$ cat src/design/fhp_pkg.sv
package fhp_pkg;
  localparam int          DW             = 8;
  localparam int          FIFO_DEPTH     = 16;
  // status register bit positions
  localparam int          ST_TXR         = 7;
  localparam int          ST_DIR         = 6;
  localparam int          ST_PIO         = 5;
  localparam int          ST_BSY         = 4;
  localparam logic [7:0]  ABORT_CODE     = 8'hFF;
  localparam logic [7:0]  LCT_DEFAULT    = 8'h2B;
  localparam logic [7:0]  STATUS_RESET   = 8'h00;
  localparam logic        REG_STATUS     = 1'b0;
  localparam logic        REG_DATA       = 1'b1;
  localparam logic        STYLE_SEP_STRB = 1'b0;
  localparam logic        STYLE_EN_DIR   = 1'b1;
  localparam logic        DIR_OUTWARD    = 1'b0;
  localparam logic        DIR_INWARD     = 1'b1;
  // bit-cell rates in kbit/s
  localparam int          RATE_FM_SMALL  = 125;
  localparam int          RATE_MFM_SMALL = 250;
  localparam int          RATE_FM_SMALL_ALT  = 150;
  localparam int          RATE_MFM_SMALL_ALT = 300;
  localparam int          RATE_FM_LARGE  = 250;
  localparam int          RATE_MFM_LARGE = 500;
  localparam int          CLK_MHZ        = 200;
  // step pulse width in ns
  localparam int          STEP_NS        = 1000;
  localparam int          STEP_CYC       = (STEP_NS * CLK_MHZ + 999) / 1000;
  typedef enum logic [1:0] {
    FHP_IDLE = 2'b00,
    FHP_BUSY = 2'b01,
    FHP_XFER = 2'b11,
    FHP_SEEK = 2'b10
  } fhp_state_t;
endpackage : fhp_pkg

$ cat src/design/fhp_fifo.sv
`timescale 1ns/10ps
module fhp_fifo #(
  parameter int WIDTH = 8,
  parameter int DEPTH = 16
) (
  input  wire logic             mclk_i,
  input  wire logic             reset_i,
  input  wire logic [WIDTH-1:0] in_data_i,
  input  wire logic             in_valid_i,
  output logic                  in_ready_o,
  output logic      [WIDTH-1:0] out_data_o,
  output logic                  out_valid_o,
  input  wire logic             out_ready_i,
  input  wire logic             flush_i
);
  localparam int AW = $clog2(DEPTH);
  typedef struct packed {
    logic [AW:0] wp;
    logic [AW:0] rp;
  } fhp_fifo_st_t;
  fhp_fifo_st_t st_r;
  fhp_fifo_st_t st_nxt;
  logic [WIDTH-1:0] mem [DEPTH];
  logic             full;
  logic             empty;
  logic             push;
  logic             pop;

  assign empty       = st_r.wp == st_r.rp;
  assign full        = (st_r.wp[AW-1:0] == st_r.rp[AW-1:0]) && (st_r.wp[AW] != st_r.rp[AW]);
  assign in_ready_o  = !full;
  assign out_valid_o = !empty;
  assign out_data_o  = mem[st_r.rp[AW-1:0]];
  assign push        = in_valid_i && !full && !flush_i;
  assign pop         = out_ready_i && !empty && !flush_i;

  always_comb begin
    st_nxt = st_r;
    if (flush_i) begin
      st_nxt.wp = '0;
      st_nxt.rp = '0;
    end
    if (push) begin
      st_nxt.wp = st_r.wp + 1'b1;
    end
    if (pop) begin
      st_nxt.rp = st_r.rp + 1'b1;
    end
  end

  always_ff @(posedge mclk_i) begin
    if (push) begin
      mem[st_r.wp[AW-1:0]] <= in_data_i;
    end
  end

  always_ff @(posedge mclk_i or posedge reset_i) begin
    if (reset_i) begin
      st_r <= '0;
    end else begin
      st_r <= st_nxt;
    end
  end
endmodule : fhp_fifo

$ cat src/design/fhp_port.sv
`timescale 1ns/10ps
module fhp_port (
  input  wire logic       mclk_i,
  input  wire logic       reset_i,
  input  wire logic       host_bus_style_strap_i,
  input  wire logic       format_style_strap_i,
  input  wire logic       drive_size_strap_i,
  input  wire logic       chip_sel_n_i,
  input  wire logic       register_pick_i,
  input  wire logic       strobe_a_i,
  input  wire logic       strobe_b_i,
  input  wire logic [7:0] data_in_i,
  output logic      [7:0] data_out_o,
  output logic            data_oe_o,
  output logic            irq_n_o,
  output logic            irq_oe_o,
  output logic            dma_ask_n_o,
  input  wire logic       dma_grant_n_i,
  input  wire logic       dma_terminate_n_i,
  input  wire logic       cmd_start_i,
  input  wire logic       cmd_is_seek_i,
  input  wire logic       cmd_host_reads_i,
  input  wire logic       cmd_use_dma_i,
  input  wire logic       cmd_rw_i,
  input  wire logic [1:0] cmd_drive_i,
  input  wire logic       cmd_head_i,
  input  wire logic [7:0] cmd_track_i,
  input  wire logic       cmd_inward_i,
  input  wire logic       cmd_setup2_i,
  input  wire logic [7:0] cmd_lct_track_i,
  input  wire logic       cmd_done_i,
  input  wire logic       cmd_step_i,
  input  wire logic       cmd_fault_clear_i,
  input  wire logic       cmd_head_engage_i,
  input  wire logic [7:0] ctl_rd_data_i,
  input  wire logic       ctl_rd_valid_i,
  output logic            ctl_rd_ready_o,
  output logic      [7:0] ctl_wr_data_o,
  output logic            ctl_wr_valid_o,
  input  wire logic       ctl_wr_ready_i,
  output logic            abort_o,
  output logic            drive_pick_0_o,
  output logic            drive_pick_1_o,
  output logic            head_step_way_o,
  output logic            head_side_o,
  output logic            reduced_write_current_o,
  output logic            drive_fault_clear_o,
  output logic            head_engage_o,
  output logic            step_o,
  output logic            format_layout_o,
  output logic [9:0]      bit_rate_kbps_o
);
  typedef struct packed {
    logic [2:0]           cs_s;
    logic [2:0]           a_s;
    logic [2:0]           b_s;
    logic [2:0]           gr_s;
    logic [2:0]           te_s;
    logic                 acc;
    logic                 acc_rd;
    logic                 acc_data;
    fhp_pkg::fhp_state_t  state;
    logic                 host_reads;
    logic                 use_dma;
    logic                 rw_cmd;
    logic [3:0]           seek;
    logic [1:0]           drive;
    logic                 head;
    logic                 way;
    logic [7:0]           lct_trk;
    logic                 reduced_write_current;
    logic                 irq;
    logic [7:0]           dout;
    logic [7:0]           wdata;
    logic                 wpend;
    logic                 abort;
    logic                 fault_clr;
    logic                 engage;
    logic                 step;
    logic                 sstyle;
    logic                 fstyle;
    logic                 dsize;
  } fhp_st_t;

  fhp_st_t    st_r;
  fhp_st_t    st_nxt;
  logic [7:0] fifo_out;
  logic       fifo_out_valid;
  logic       fifo_in_ready;
  logic       fifo_pop;
  logic       fifo_flush;
  logic       transfer_ready_flag;
  logic [7:0] status;

  function automatic logic agreed(input logic [2:0] s);
    agreed = s[1] & s[2];
  endfunction : agreed

  function automatic logic settled(input logic [2:0] s, input logic cur);
    settled = (s[1] == s[2]) ? s[2] : cur;
  endfunction : settled

  logic cs_act;
  logic a_lvl;
  logic b_lvl;
  logic grant;
  logic term;
  logic rd_req;
  logic wr_req;
  logic any_req;

  assign cs_act = !settled(st_r.cs_s, 1'b1);
  assign a_lvl  = settled(st_r.a_s, 1'b1);
  assign b_lvl  = settled(st_r.b_s, 1'b1);
  assign grant  = !settled(st_r.gr_s, 1'b1);
  assign term   = !settled(st_r.te_s, 1'b1);

  always_comb begin
    if (st_r.sstyle == fhp_pkg::STYLE_SEP_STRB) begin
      rd_req = !a_lvl;
      wr_req = !b_lvl;
    end else begin
      rd_req = a_lvl && b_lvl;
      wr_req = a_lvl && !b_lvl;
    end
  end

  assign any_req = (cs_act || grant) && (rd_req || wr_req);

  assign transfer_ready_flag = (st_r.state == fhp_pkg::FHP_XFER) && !st_r.acc && !st_r.wpend &&
               (st_r.host_reads ? fifo_out_valid : fifo_in_ready);

  always_comb begin
    status = fhp_pkg::STATUS_RESET;
    status[fhp_pkg::ST_TXR] = transfer_ready_flag;
    status[fhp_pkg::ST_DIR] = st_r.host_reads;
    status[fhp_pkg::ST_PIO] = st_r.rw_cmd && !st_r.use_dma &&
                              (st_r.state == fhp_pkg::FHP_XFER);
    status[fhp_pkg::ST_BSY] = st_r.state != fhp_pkg::FHP_IDLE;
    status[3:0] = st_r.seek;
  end

  logic access_start;
  logic is_data;
  assign access_start = any_req && !st_r.acc;
  assign is_data = grant || (register_pick_i == fhp_pkg::REG_DATA);
  assign fifo_pop = access_start && rd_req && is_data && st_r.host_reads && fifo_out_valid;
  assign fifo_flush = st_r.abort || (st_r.state == fhp_pkg::FHP_IDLE);

  always_comb begin
    st_nxt = st_r;
    st_nxt.cs_s = {st_r.cs_s[1:0], chip_sel_n_i};
    st_nxt.a_s  = {st_r.a_s[1:0], strobe_a_i};
    st_nxt.b_s  = {st_r.b_s[1:0], strobe_b_i};
    st_nxt.gr_s = {st_r.gr_s[1:0], dma_grant_n_i};
    st_nxt.te_s = {st_r.te_s[1:0], dma_terminate_n_i};
    st_nxt.abort = 1'b0;
    st_nxt.acc = any_req;
    // straps are static, so a plain register is enough for them
    st_nxt.sstyle = host_bus_style_strap_i;
    st_nxt.fstyle = format_style_strap_i;
    st_nxt.dsize  = drive_size_strap_i;
    if (access_start) begin
      st_nxt.acc_rd   = rd_req;
      st_nxt.acc_data = is_data;
      if (rd_req) begin
        st_nxt.dout = is_data ? fifo_out : status;
      end else if (is_data) begin
        st_nxt.wdata = data_in_i;
        st_nxt.wpend = 1'b1;
      end else if (data_in_i == fhp_pkg::ABORT_CODE) begin
        st_nxt.abort = 1'b1;
      end
      if (is_data) begin
        st_nxt.irq = 1'b0;
      end
    end
    if (st_r.wpend && ctl_wr_ready_i) begin
      st_nxt.wpend = 1'b0;
    end
    unique case (st_r.state)
      fhp_pkg::FHP_IDLE: begin
        if (cmd_start_i) begin
          st_nxt.host_reads = cmd_host_reads_i;
          st_nxt.use_dma    = cmd_use_dma_i;
          st_nxt.rw_cmd     = cmd_rw_i;
          st_nxt.drive      = cmd_drive_i;
          st_nxt.head       = cmd_head_i;
          st_nxt.way        = cmd_inward_i;
          st_nxt.state      = cmd_is_seek_i ? fhp_pkg::FHP_SEEK : fhp_pkg::FHP_BUSY;
          if (cmd_is_seek_i) begin
            st_nxt.seek[cmd_drive_i] = 1'b1;
          end
        end
      end
      fhp_pkg::FHP_BUSY: begin
        st_nxt.state = fhp_pkg::FHP_XFER;
      end
      fhp_pkg::FHP_XFER: begin
        if (cmd_done_i || (st_r.use_dma && term)) begin
          st_nxt.state = fhp_pkg::FHP_IDLE;
          st_nxt.irq   = 1'b1;
        end else if (!st_r.use_dma && transfer_ready_flag) begin
          st_nxt.irq = 1'b1;
        end
      end
      fhp_pkg::FHP_SEEK: begin
        if (cmd_done_i) begin
          st_nxt.state = fhp_pkg::FHP_IDLE;
          st_nxt.irq   = 1'b1;
          st_nxt.seek[st_r.drive] = 1'b0;
        end
      end
    endcase
    if (cmd_setup2_i) begin
      st_nxt.lct_trk = cmd_lct_track_i;
    end
    st_nxt.reduced_write_current       = cmd_track_i >= st_r.lct_trk;
    st_nxt.fault_clr = cmd_fault_clear_i;
    st_nxt.engage    = cmd_head_engage_i;
    st_nxt.step      = cmd_step_i;
    if (st_r.abort) begin
      st_nxt.state = fhp_pkg::FHP_IDLE;
      st_nxt.seek  = '0;
      st_nxt.wpend = 1'b0;
      st_nxt.irq   = 1'b1;
    end
  end

  always_ff @(posedge mclk_i or posedge reset_i) begin
    if (reset_i) begin
      st_r         <= '0;
      st_r.cs_s    <= 3'h7;
      st_r.a_s     <= 3'h7;
      st_r.b_s     <= 3'h7;
      st_r.gr_s    <= 3'h7;
      st_r.te_s    <= 3'h7;
      st_r.state   <= fhp_pkg::FHP_IDLE;
      st_r.lct_trk <= fhp_pkg::LCT_DEFAULT;
      st_r.sstyle  <= 1'b0;
    end else begin
      st_r <= st_nxt;
    end
  end

  // strap_taken_r marks release but is unused; straps are re-registered every cycle
  logic strap_taken_r;
  always_ff @(posedge mclk_i or posedge reset_i) begin
    if (reset_i) begin
      strap_taken_r <= 1'b0;
    end else begin
      strap_taken_r <= 1'b1;
    end
  end
  logic unused_strap;
  assign unused_strap = strap_taken_r;

  fhp_fifo #(
    .WIDTH (fhp_pkg::DW),
    .DEPTH (fhp_pkg::FIFO_DEPTH)
  ) u_rx (
    .mclk_i      (mclk_i),
    .reset_i     (reset_i),
    .in_data_i   (ctl_rd_data_i),
    .in_valid_i  (ctl_rd_valid_i),
    .in_ready_o  (ctl_rd_ready_o),
    .out_data_o  (fifo_out),
    .out_valid_o (fifo_out_valid),
    .out_ready_i (fifo_pop),
    .flush_i     (fifo_flush)
  );
  assign fifo_in_ready = !st_r.wpend;

  assign data_out_o = st_r.dout;
  assign data_oe_o  = st_r.acc && st_r.acc_rd && any_req && rd_req;
  assign ctl_wr_data_o  = st_r.wdata;
  assign ctl_wr_valid_o = st_r.wpend;
  assign abort_o        = st_r.abort;
  assign irq_n_o = !st_r.irq;
  assign irq_oe_o = (st_r.sstyle == fhp_pkg::STYLE_EN_DIR) ? st_r.irq : 1'b1;
  assign dma_ask_n_o = !(st_r.use_dma && st_r.state == fhp_pkg::FHP_XFER && transfer_ready_flag);
  assign drive_pick_0_o = st_r.drive[0];
  assign drive_pick_1_o = st_r.drive[1];
  assign head_step_way_o = st_r.way ? fhp_pkg::DIR_INWARD : fhp_pkg::DIR_OUTWARD;
  assign head_side_o = st_r.head;
  assign reduced_write_current_o = st_r.reduced_write_current;
  assign drive_fault_clear_o = st_r.fault_clr;
  assign head_engage_o = st_r.engage;
  assign step_o = st_r.step;
  assign format_layout_o = st_r.fstyle;
  always_comb begin
    if (st_r.dsize) begin
      bit_rate_kbps_o = st_r.rw_cmd ? 10'(fhp_pkg::RATE_MFM_LARGE) : 10'(fhp_pkg::RATE_FM_LARGE);
    end else begin
      bit_rate_kbps_o = st_r.rw_cmd ? 10'(fhp_pkg::RATE_MFM_SMALL) : 10'(fhp_pkg::RATE_FM_SMALL);
    end
  end
endmodule : fhp_port

$ cat config.mk
export PLATFORM = sky130hd
export DESIGN_NAME = fhp_port
export DESIGN_NICKNAME = d
export VERILOG_FILES = /design/src/design/fhp_pkg.sv /design/src/design/fhp_fifo.sv /design/src/design/fhp_port.sv
export SDC_FILE = /design/constraint.sdc
export NUM_CORES = 1
export LEC_CHECK = 0
export CAP_MARGIN = 20
export CORE_MARGIN = 2
export CORE_UTILIZATION = 35
export CTS_CLUSTER_DIAMETER = 60
export DETAILED_ROUTE_END_ITERATION = 8
export DONT_BUFFER_PORTS = 1
export SLEW_MARGIN = 20
export SYNTH_ARGS = -nofsm -noshare
export SYNTH_HDL_FRONTEND = slang
export SYNTH_HIERARCHICAL = 1
export SYNTH_SLANG_ARGS = --single-unit
$ cat constraint.sdc
create_clock -name mclk_i -period 2.9 [get_ports mclk_i]
set_input_delay 0.58 -clock mclk_i [delete_from_list [all_inputs] [get_ports mclk_i]]
set_output_delay 0.58 -clock mclk_i [all_outputs]
set_load 0.05 [all_outputs]
==> impl_metrics.csv, run 1 <==
group,metric,value,unit
sta,rsz0062_at_grt,"false",
critical_path,crit_type,"reg2out",
place,globalplace.congestion,0.839,
critical_path,cp_data_arrival_time,2.21,ns
clocking,cts_tree,"built",
place,dpl_cell_area,9090,um^2
global_route,grt_pass1_wl,28300,um
route,vias,4859,
die,dieHeight,162,um
yosys,ys_types,67,
sta,period_minus_slack,2.79,ns
yosys,avgSynthCellArea,15.5,um^2
critical_path,path_cells,"xnor2_2 -> nand2_1 -> nor2b_2 -> nor4_2 -> nand2_1 -> buf_4",
yosys,synth.largest_area_cell,"edfxtp_1",
yosys,ys_ff_latch,202,
power_and_ir_drop,ir_worst_vdd,0.441,mV
sta,slew_viol_final,0,
die,core_area,24500,um^2
global_route,grt_antenna_before_repair,0,
layout,final_nets,652,
layout,final_cell_area,9810,um^2
critical_path,cpPeakStageDelay,0.45,ns
sta,relSlewSlack,0.420,
clocking,clk_path_buf_depth,3,
global_route,grt_max_degree,37,
power_and_ir_drop,power.density,843,nW/um^2
min_path,hold_path.class,"in2async",
critical_path,worst_setup_path_end_kind,"primary output",
place,io_buffers,0,
critical_path,cp_max_fo,7,
die,initial_core_util,0.359,
yosys,ys_top_cells_by_area,"edfxtp_1, dfrtp_1, dfstp_2",
global_route,grtUsageTotal,0.139,
run,cap_violations,0,
sta,fin_crit_sh,0.961,
clocking,clk_latency,0.50,ns
layout,fill_cells,2224,
global_route,grt_util_met1,0.176,
route,drtPass1Iterations,8,
sta,hold_viol,0,
layout,drive_above_1_share,0.228,
global_route,use_met2,0.230,
route,wirelength,18500,um
outcome,status,"completed",
place,dp_hpwl,12600,um
critical_path,critPathTopFamily,"simple AND/OR/NAND/NOR gates",
sta,tns,0,ns
die,io_pins,101,
route,vias_per_cell,5.31,
sta,fmax,359,MHz
global_route,grt_use_met3,0.0444,
sta,setup_viol,0,
yosys,synthesis.area,8770,um^2
global_route,gr-total-overflow,0,
clocking,cts_sinks,202,
power_and_ir_drop,p_leak,3.46,nW
critical_path,critPathSlowestCell,"dfrtp_1",
yosys,yosysTopAreaCellShare,0.438,
yosys,syn_inst,565,
layout,antennaDiodeCount,0,
critical_path,cp_num_buf_inv,1,
die,die_area,26300,um^2
yosys,yosys_most_used_dff,"edfxtp_1",
die,num_rows,57,
route,drt_iter0_markers,255,
critical_path,crit_top_cell,"nand2_1",
route,ant_nets,0,
die,die_w,162,um
critical_path,worst_setup_path_start_kind,"flip-flop",
sta,finClkSkew,0.00437,ns
yosys,yosys_warnings,6,
clocking,cts_buffers,22,
critical_path,cp.required,2.32,ns
yosys,async_flop_share,0.366,
yosys,seq_area_frac_synth,0.652,
sta,tightest_slew,0.869,ns
global_route,grt_busiest_layer,"met2",
layout,utilization,0.401,
clocking,cts-root-buf,"clkbuf_16",
yosys,synth_most_common_cell,"edfxtp_1",
yosys,synth-edff-count,128,
route,drc,0,
layout,syn2layout_area_growth,11.8,%
clocking,htreeDepth,1,
yosys,yosys-top-cells-count,"edfxtp_1, dfrtp_1, nand2_1",
clocking,clkTransAtPathRegs,0.06,ns
route,post_drt_wl_per_cell,20.2,um
global_route,grt_pass1_vias,5024,
-- area by class of cell --
type	instances	area [um^2]	area share
flip-flops and latches	202	5720	0.584
well taps	324	405	0.0413
multi-input cells	295	2660	0.271
repair buffers	30	240	0.0245
clock inverters	11	88.8	0.00906
clock buffers	28	593	0.0605
inverters	25	93.8	0.00957
-- cells by family after synthesis --
family	share of synthesized area
buf+inv	0.0473
flops	0.652
mux	0.130
fa+ha+maj	0.0242
simple gates	0.0675
xor+xnor	0.00685
other cells	0.000856
compound gates	0.0713
-- sequential cells by signal (all words and copies together), names as in the netlist --
name and count:
u_rx/st_r 10, step_o 1, drive_fault_clear_o 1, abort_o 1, u_rx/mem 128, drive_pick_0_o 1
drive_pick_1_o 1, ctl_wr_data_o 8, head_engage_o 1, st_r 28, st_nxt 10, ctl_wr_valid_o 1
reduced_write_current_o 1, data_out_o 8, format_layout_o 1, head_side_o 1
-- placed cells by master, fill, tap and decap left out, drive strengths merged, types with 5 or more instances in the layout --
master  instances
a211oi         10
a21oi          21
buf            29
clkbuf         28
clkinv         10
dfrtp          55
dfstp          19
edfxtp        128
ha             17
inv            24
mux2           19
mux2i          15
mux4           32
nand2          33
nand2b          5
nor2           19
nor2b          13
nor3           12
nor4           11
o211ai          5
o21ai          19
xnor2           5
-- power breakdown --
group	total (mW)	leakage (nW)	switching [mW]	internal (mW)
registers	4.11	2.03	0.715	3.40
logic	1.55	1.10	0.991	0.558
clock network	2.61	0.333	1.07	1.53
-- worst register-to-register path: stages, from the launching register on --
cell,delay [ns]
dfrtp_4,0.41
buf_4,0.28
buf_4,0.36
mux4_1,0.58
a211oi_1,0.25
a21oi_1,0.07
nand2_1,0.06
o21ai_0,0.08
mux2_2,0.29
-- path summary, 6_finish.rpt --
kind | start | to | slack [ns] | cells after the start
min reg2reg | st_nxt[60]$_DFF_PP1_ | st_nxt[61]$_DFF_PP1_ | 0.36 | 0
max reg2reg | u_rx/st_r[0]$_DFFE_PP0P_ | data_out_o[4]$_DFFE_PP0N_ | 0.39 | 8
max in group asynchronous | reset_i | u_rx/st_r[0]$_DFFE_PP0P_ | 2.01 | 2
max | u_rx/st_r[4]$_DFFE_PP0P_ | dma_ask_n_o | 0.11 | 6
min in group mclk_i | dma_terminate_n_i | st_nxt[51]$_DFF_PP1_ | 0.08 | 0
min | reset_i | st_r[33]$_DFFE_PP0P_ | 0.06 | 1
-- metrics by stage --
stage	hold WS (ns)	power [mW]	worst slack (ns)	std cells
after global routing	0.0539	8.63	0.0294	915
final	0.0558	8.27	0.113	915
after CTS	0.0564	8.33	0.0165	915
after detailed placement	0.349	5.69	0.360	874
after global placement	0.347	5.65	0.346	874
after floorplan	0.345	5.38	0.183	567
-- per-layer routing --
layer / share of wire / up-vias
met5: 0 / -
met2: 0.47 / 193
met1: 0.42 / 2470
li1: - / 2167
met4: 0.024 / 0
met3: 0.091 / 29
-- timing repair --
action	CTS	global route
setup buffers	1	0
hold endpoints to repair	10	0
hold buffers	1	0
setup endpoints to repair	1	1
gates resized for setup	1	4
(Power assumes the default switching activity.)
==> inputs of run 2 (changes only) <==
==> constraint.sdc (replaced) <==
create_clock -name mclk_i -period 2.9 [get_ports mclk_i]
set_input_delay 0 -clock mclk_i [delete_from_list [all_inputs] [get_ports mclk_i]]
set_output_delay 0 -clock mclk_i [all_outputs]
set_load 0.05 [all_outputs]
==> run 2 against run 1 <==
Hold slack lost 0.051 ns; final cell count grew 6.3%; total power increased by 0.37%; flip-flop and latch count unchanged; core utilization grew 2.2 points; worst setup slack better by 0.25 ns; clock skew up 0.011 ns; die area did not move; global-route usage increased by 0.97 points; sequential power barely moved; maximum frequency rose by 9.7%; first-iteration DRC count rose by 91%; critical endpoint unchanged; largest power group unchanged.
==> impl_metrics.csv, run 2 (same netlist as run 1, synthesis figures left out) <==
group,metric,value,unit
outcome,status,"completed",
layout,drive_above_1_share,0.205,
layout,largest_reg_flops,128,
min_path,hold_path.class,"in2async",
sta,slew_viol_final,0,
clocking,cts_buffers,22,
clocking,cts_tree,"built",
clocking,clkTransAtPathRegs,0.06,ns
critical_path,cp.required,2.90,ns
critical_path,worst_setup_path_start_kind,"flip-flop",
power_and_ir_drop,total_power,8.30,mW
route,drc,0,
die,dieHeight,162,um
sta,tns,0,ns
sta,hold_viol,0,
layout,layout_common_cells,"edfxtp_1, dlygate4sd3_1, dfrtp_1",
critical_path,cp_max_fo,13,
clocking,clk_latency,0.50,ns
sta,relSlewSlack,0.470,
clocking,post_cts_buffers,0,
route,vias,5118,
place,globalplace.congestion,0.820,
layout,antennaDiodeCount,0,
global_route,grt_pass1_vias,5379,
global_route,grt_pass1_wl,30400,um
route,post_drt_wl_per_cell,20.1,um
critical_path,r2r_end,"st_r[42]$_DFFE_PP0P_",
route,ant_nets,0,
sta,period_minus_slack,2.54,ns
die,core_area,24500,um^2
die,num_rows,57,
power_and_ir_drop,ir_worst_vdd,0.491,mV
layout,regArea,5720,um^2
place,dp_hpwl,13300,um
critical_path,crit_type,"reg2out",
global_route,gr-total-overflow,0,
route,drt_iter0_markers,487,
layout,mostFrequentLayoutCell,"edfxtp_1",
clocking,clk_path_buf_depth,3,
route,drtPass1Iterations,5,
clocking,htreeDepth,1,
power_and_ir_drop,p_leak,3.69,nW
clocking,cts-root-buf,"clkbuf_16",
sta,rsz0062_at_grt,"false",
global_route,grt_antenna_before_repair,0,
run,cap_violations,0,
layout,multi_input_area,2650,um^2
global_route,grt_max_degree,39,
place,dpl_cell_area,9100,um^2
critical_path,cp_data_arrival_time,2.54,ns
sta,tightest_slew,0.793,ns
sta,fin_crit_sh,0.876,
layout,fill_cells,2180,
route,wirelength,19600,um
route,vias_per_cell,5.26,
critical_path,reg2reg_slack,0.43,ns
die,io_pins,101,
layout,final_nets,711,
global_route,grtUsageTotal,0.148,
sta,finClkSkew,0.0152,ns
die,die_w,162,um
critical_path,worstReg2RegStart,"st_r[46]$_DFFE_PP0P_",
place,io_buffers,0,
sta,fmax,394,MHz
critical_path,reg2reg_depth,7,
die,die_area,26300,um^2
die,initial_core_util,0.359,
critical_path,worst_setup_path_end_kind,"primary output",
layout,final_cell_area,10400,um^2
layout,syn2layout_area_growth,18.0,%
sta,setup_viol,0,
clocking,cts_sinks,202,
power_and_ir_drop,power.density,802,nW/um^2
## run 2: area by class of cell
cell class                 instances  area share
timing repair buffer              89      0.0800
clock inverter                    11     0.00761
multi-input combinational        295       0.256
inverter                          25     0.00906
clock buffer                      27      0.0560
tap                              324      0.0392
sequential                       202       0.553
## run 2: routing by layer
metal	GRT usage	part of all wire	vias up
met2	0.246	0.47	223
met1	0.202	0.43	2586
li1	-	-	2280
met5	0	0	-
met3	0.0322	0.076	29
met4	0.0326	0.019	0
## run 2: worst max path at each step
stage / start / endpoint / cells past startpoint
2_1_floorplan: abort_o$_DFF_PP0_ / u_rx/mem[1][0]$_DFFE_PP_ / 6
3_5_place_dp: u_rx/st_r[0]$_DFFE_PP0P_ / u_rx/mem[9][7]$_DFFE_PP_ / 6
6_report: u_rx/st_r[8]$_DFFE_PP0P_ / dma_ask_n_o / 7
3_3_place_gp: u_rx/st_r[0]$_DFFE_PP0P_ / u_rx/mem[14][5]$_DFFE_PP_ / 6
4_1_cts: u_rx/st_r[8]$_DFFE_PP0P_ / dma_ask_n_o / 7
5_1_grt: u_rx/st_r[8]$_DFFE_PP0P_ / dma_ask_n_o / 7
## run 2: where the power goes
| group | switching, mW | leakage [nW] | internal (mW) | total (mW) |
|---|---|---|---|---|
| registers | 0.701 | 2.03 | 3.40 | 4.10 |
| clock network | 1.09 | 0.313 | 1.43 | 2.52 |
| logic | 1.03 | 1.34 | 0.647 | 1.68 |
| total | 2.83 | 3.69 | 5.47 | 8.30 |
## run 2: repair_timing
item,4_1_cts,5_1_grt
hold endpoints to repair,224,0
hold buffers,59,0
gates resized for setup,0,0
setup endpoints to repair,0,0
## run 2: worst max-delay path, stage by stage (launching register included)
cell and delay, ns:
dfrtp_1 0.65, xnor2_1 0.16, and4_1 0.21, nand2_1 0.16, nor2b_1 0.10, nor4_1 0.43
nand2_1 0.11, buf_4 0.21
## run 2: through the flow
stage / setup WS, ns / utilization / hold slack (ns) / cells
2_1_floorplan: 0.183 / - / -0.160 / 567
3_5_place_dp: 0.486 / 0.372 / -0.0869 / 876
4_1_cts: 0.341 / 0.423 / 0.00343 / 973
6_report: 0.361 / 0.423 / 0.00507 / 973
5_1_grt: 0.155 / 0.423 / 0.0311 / 973
3_3_place_gp: 0.559 / 0.372 / -0.0909 / 876
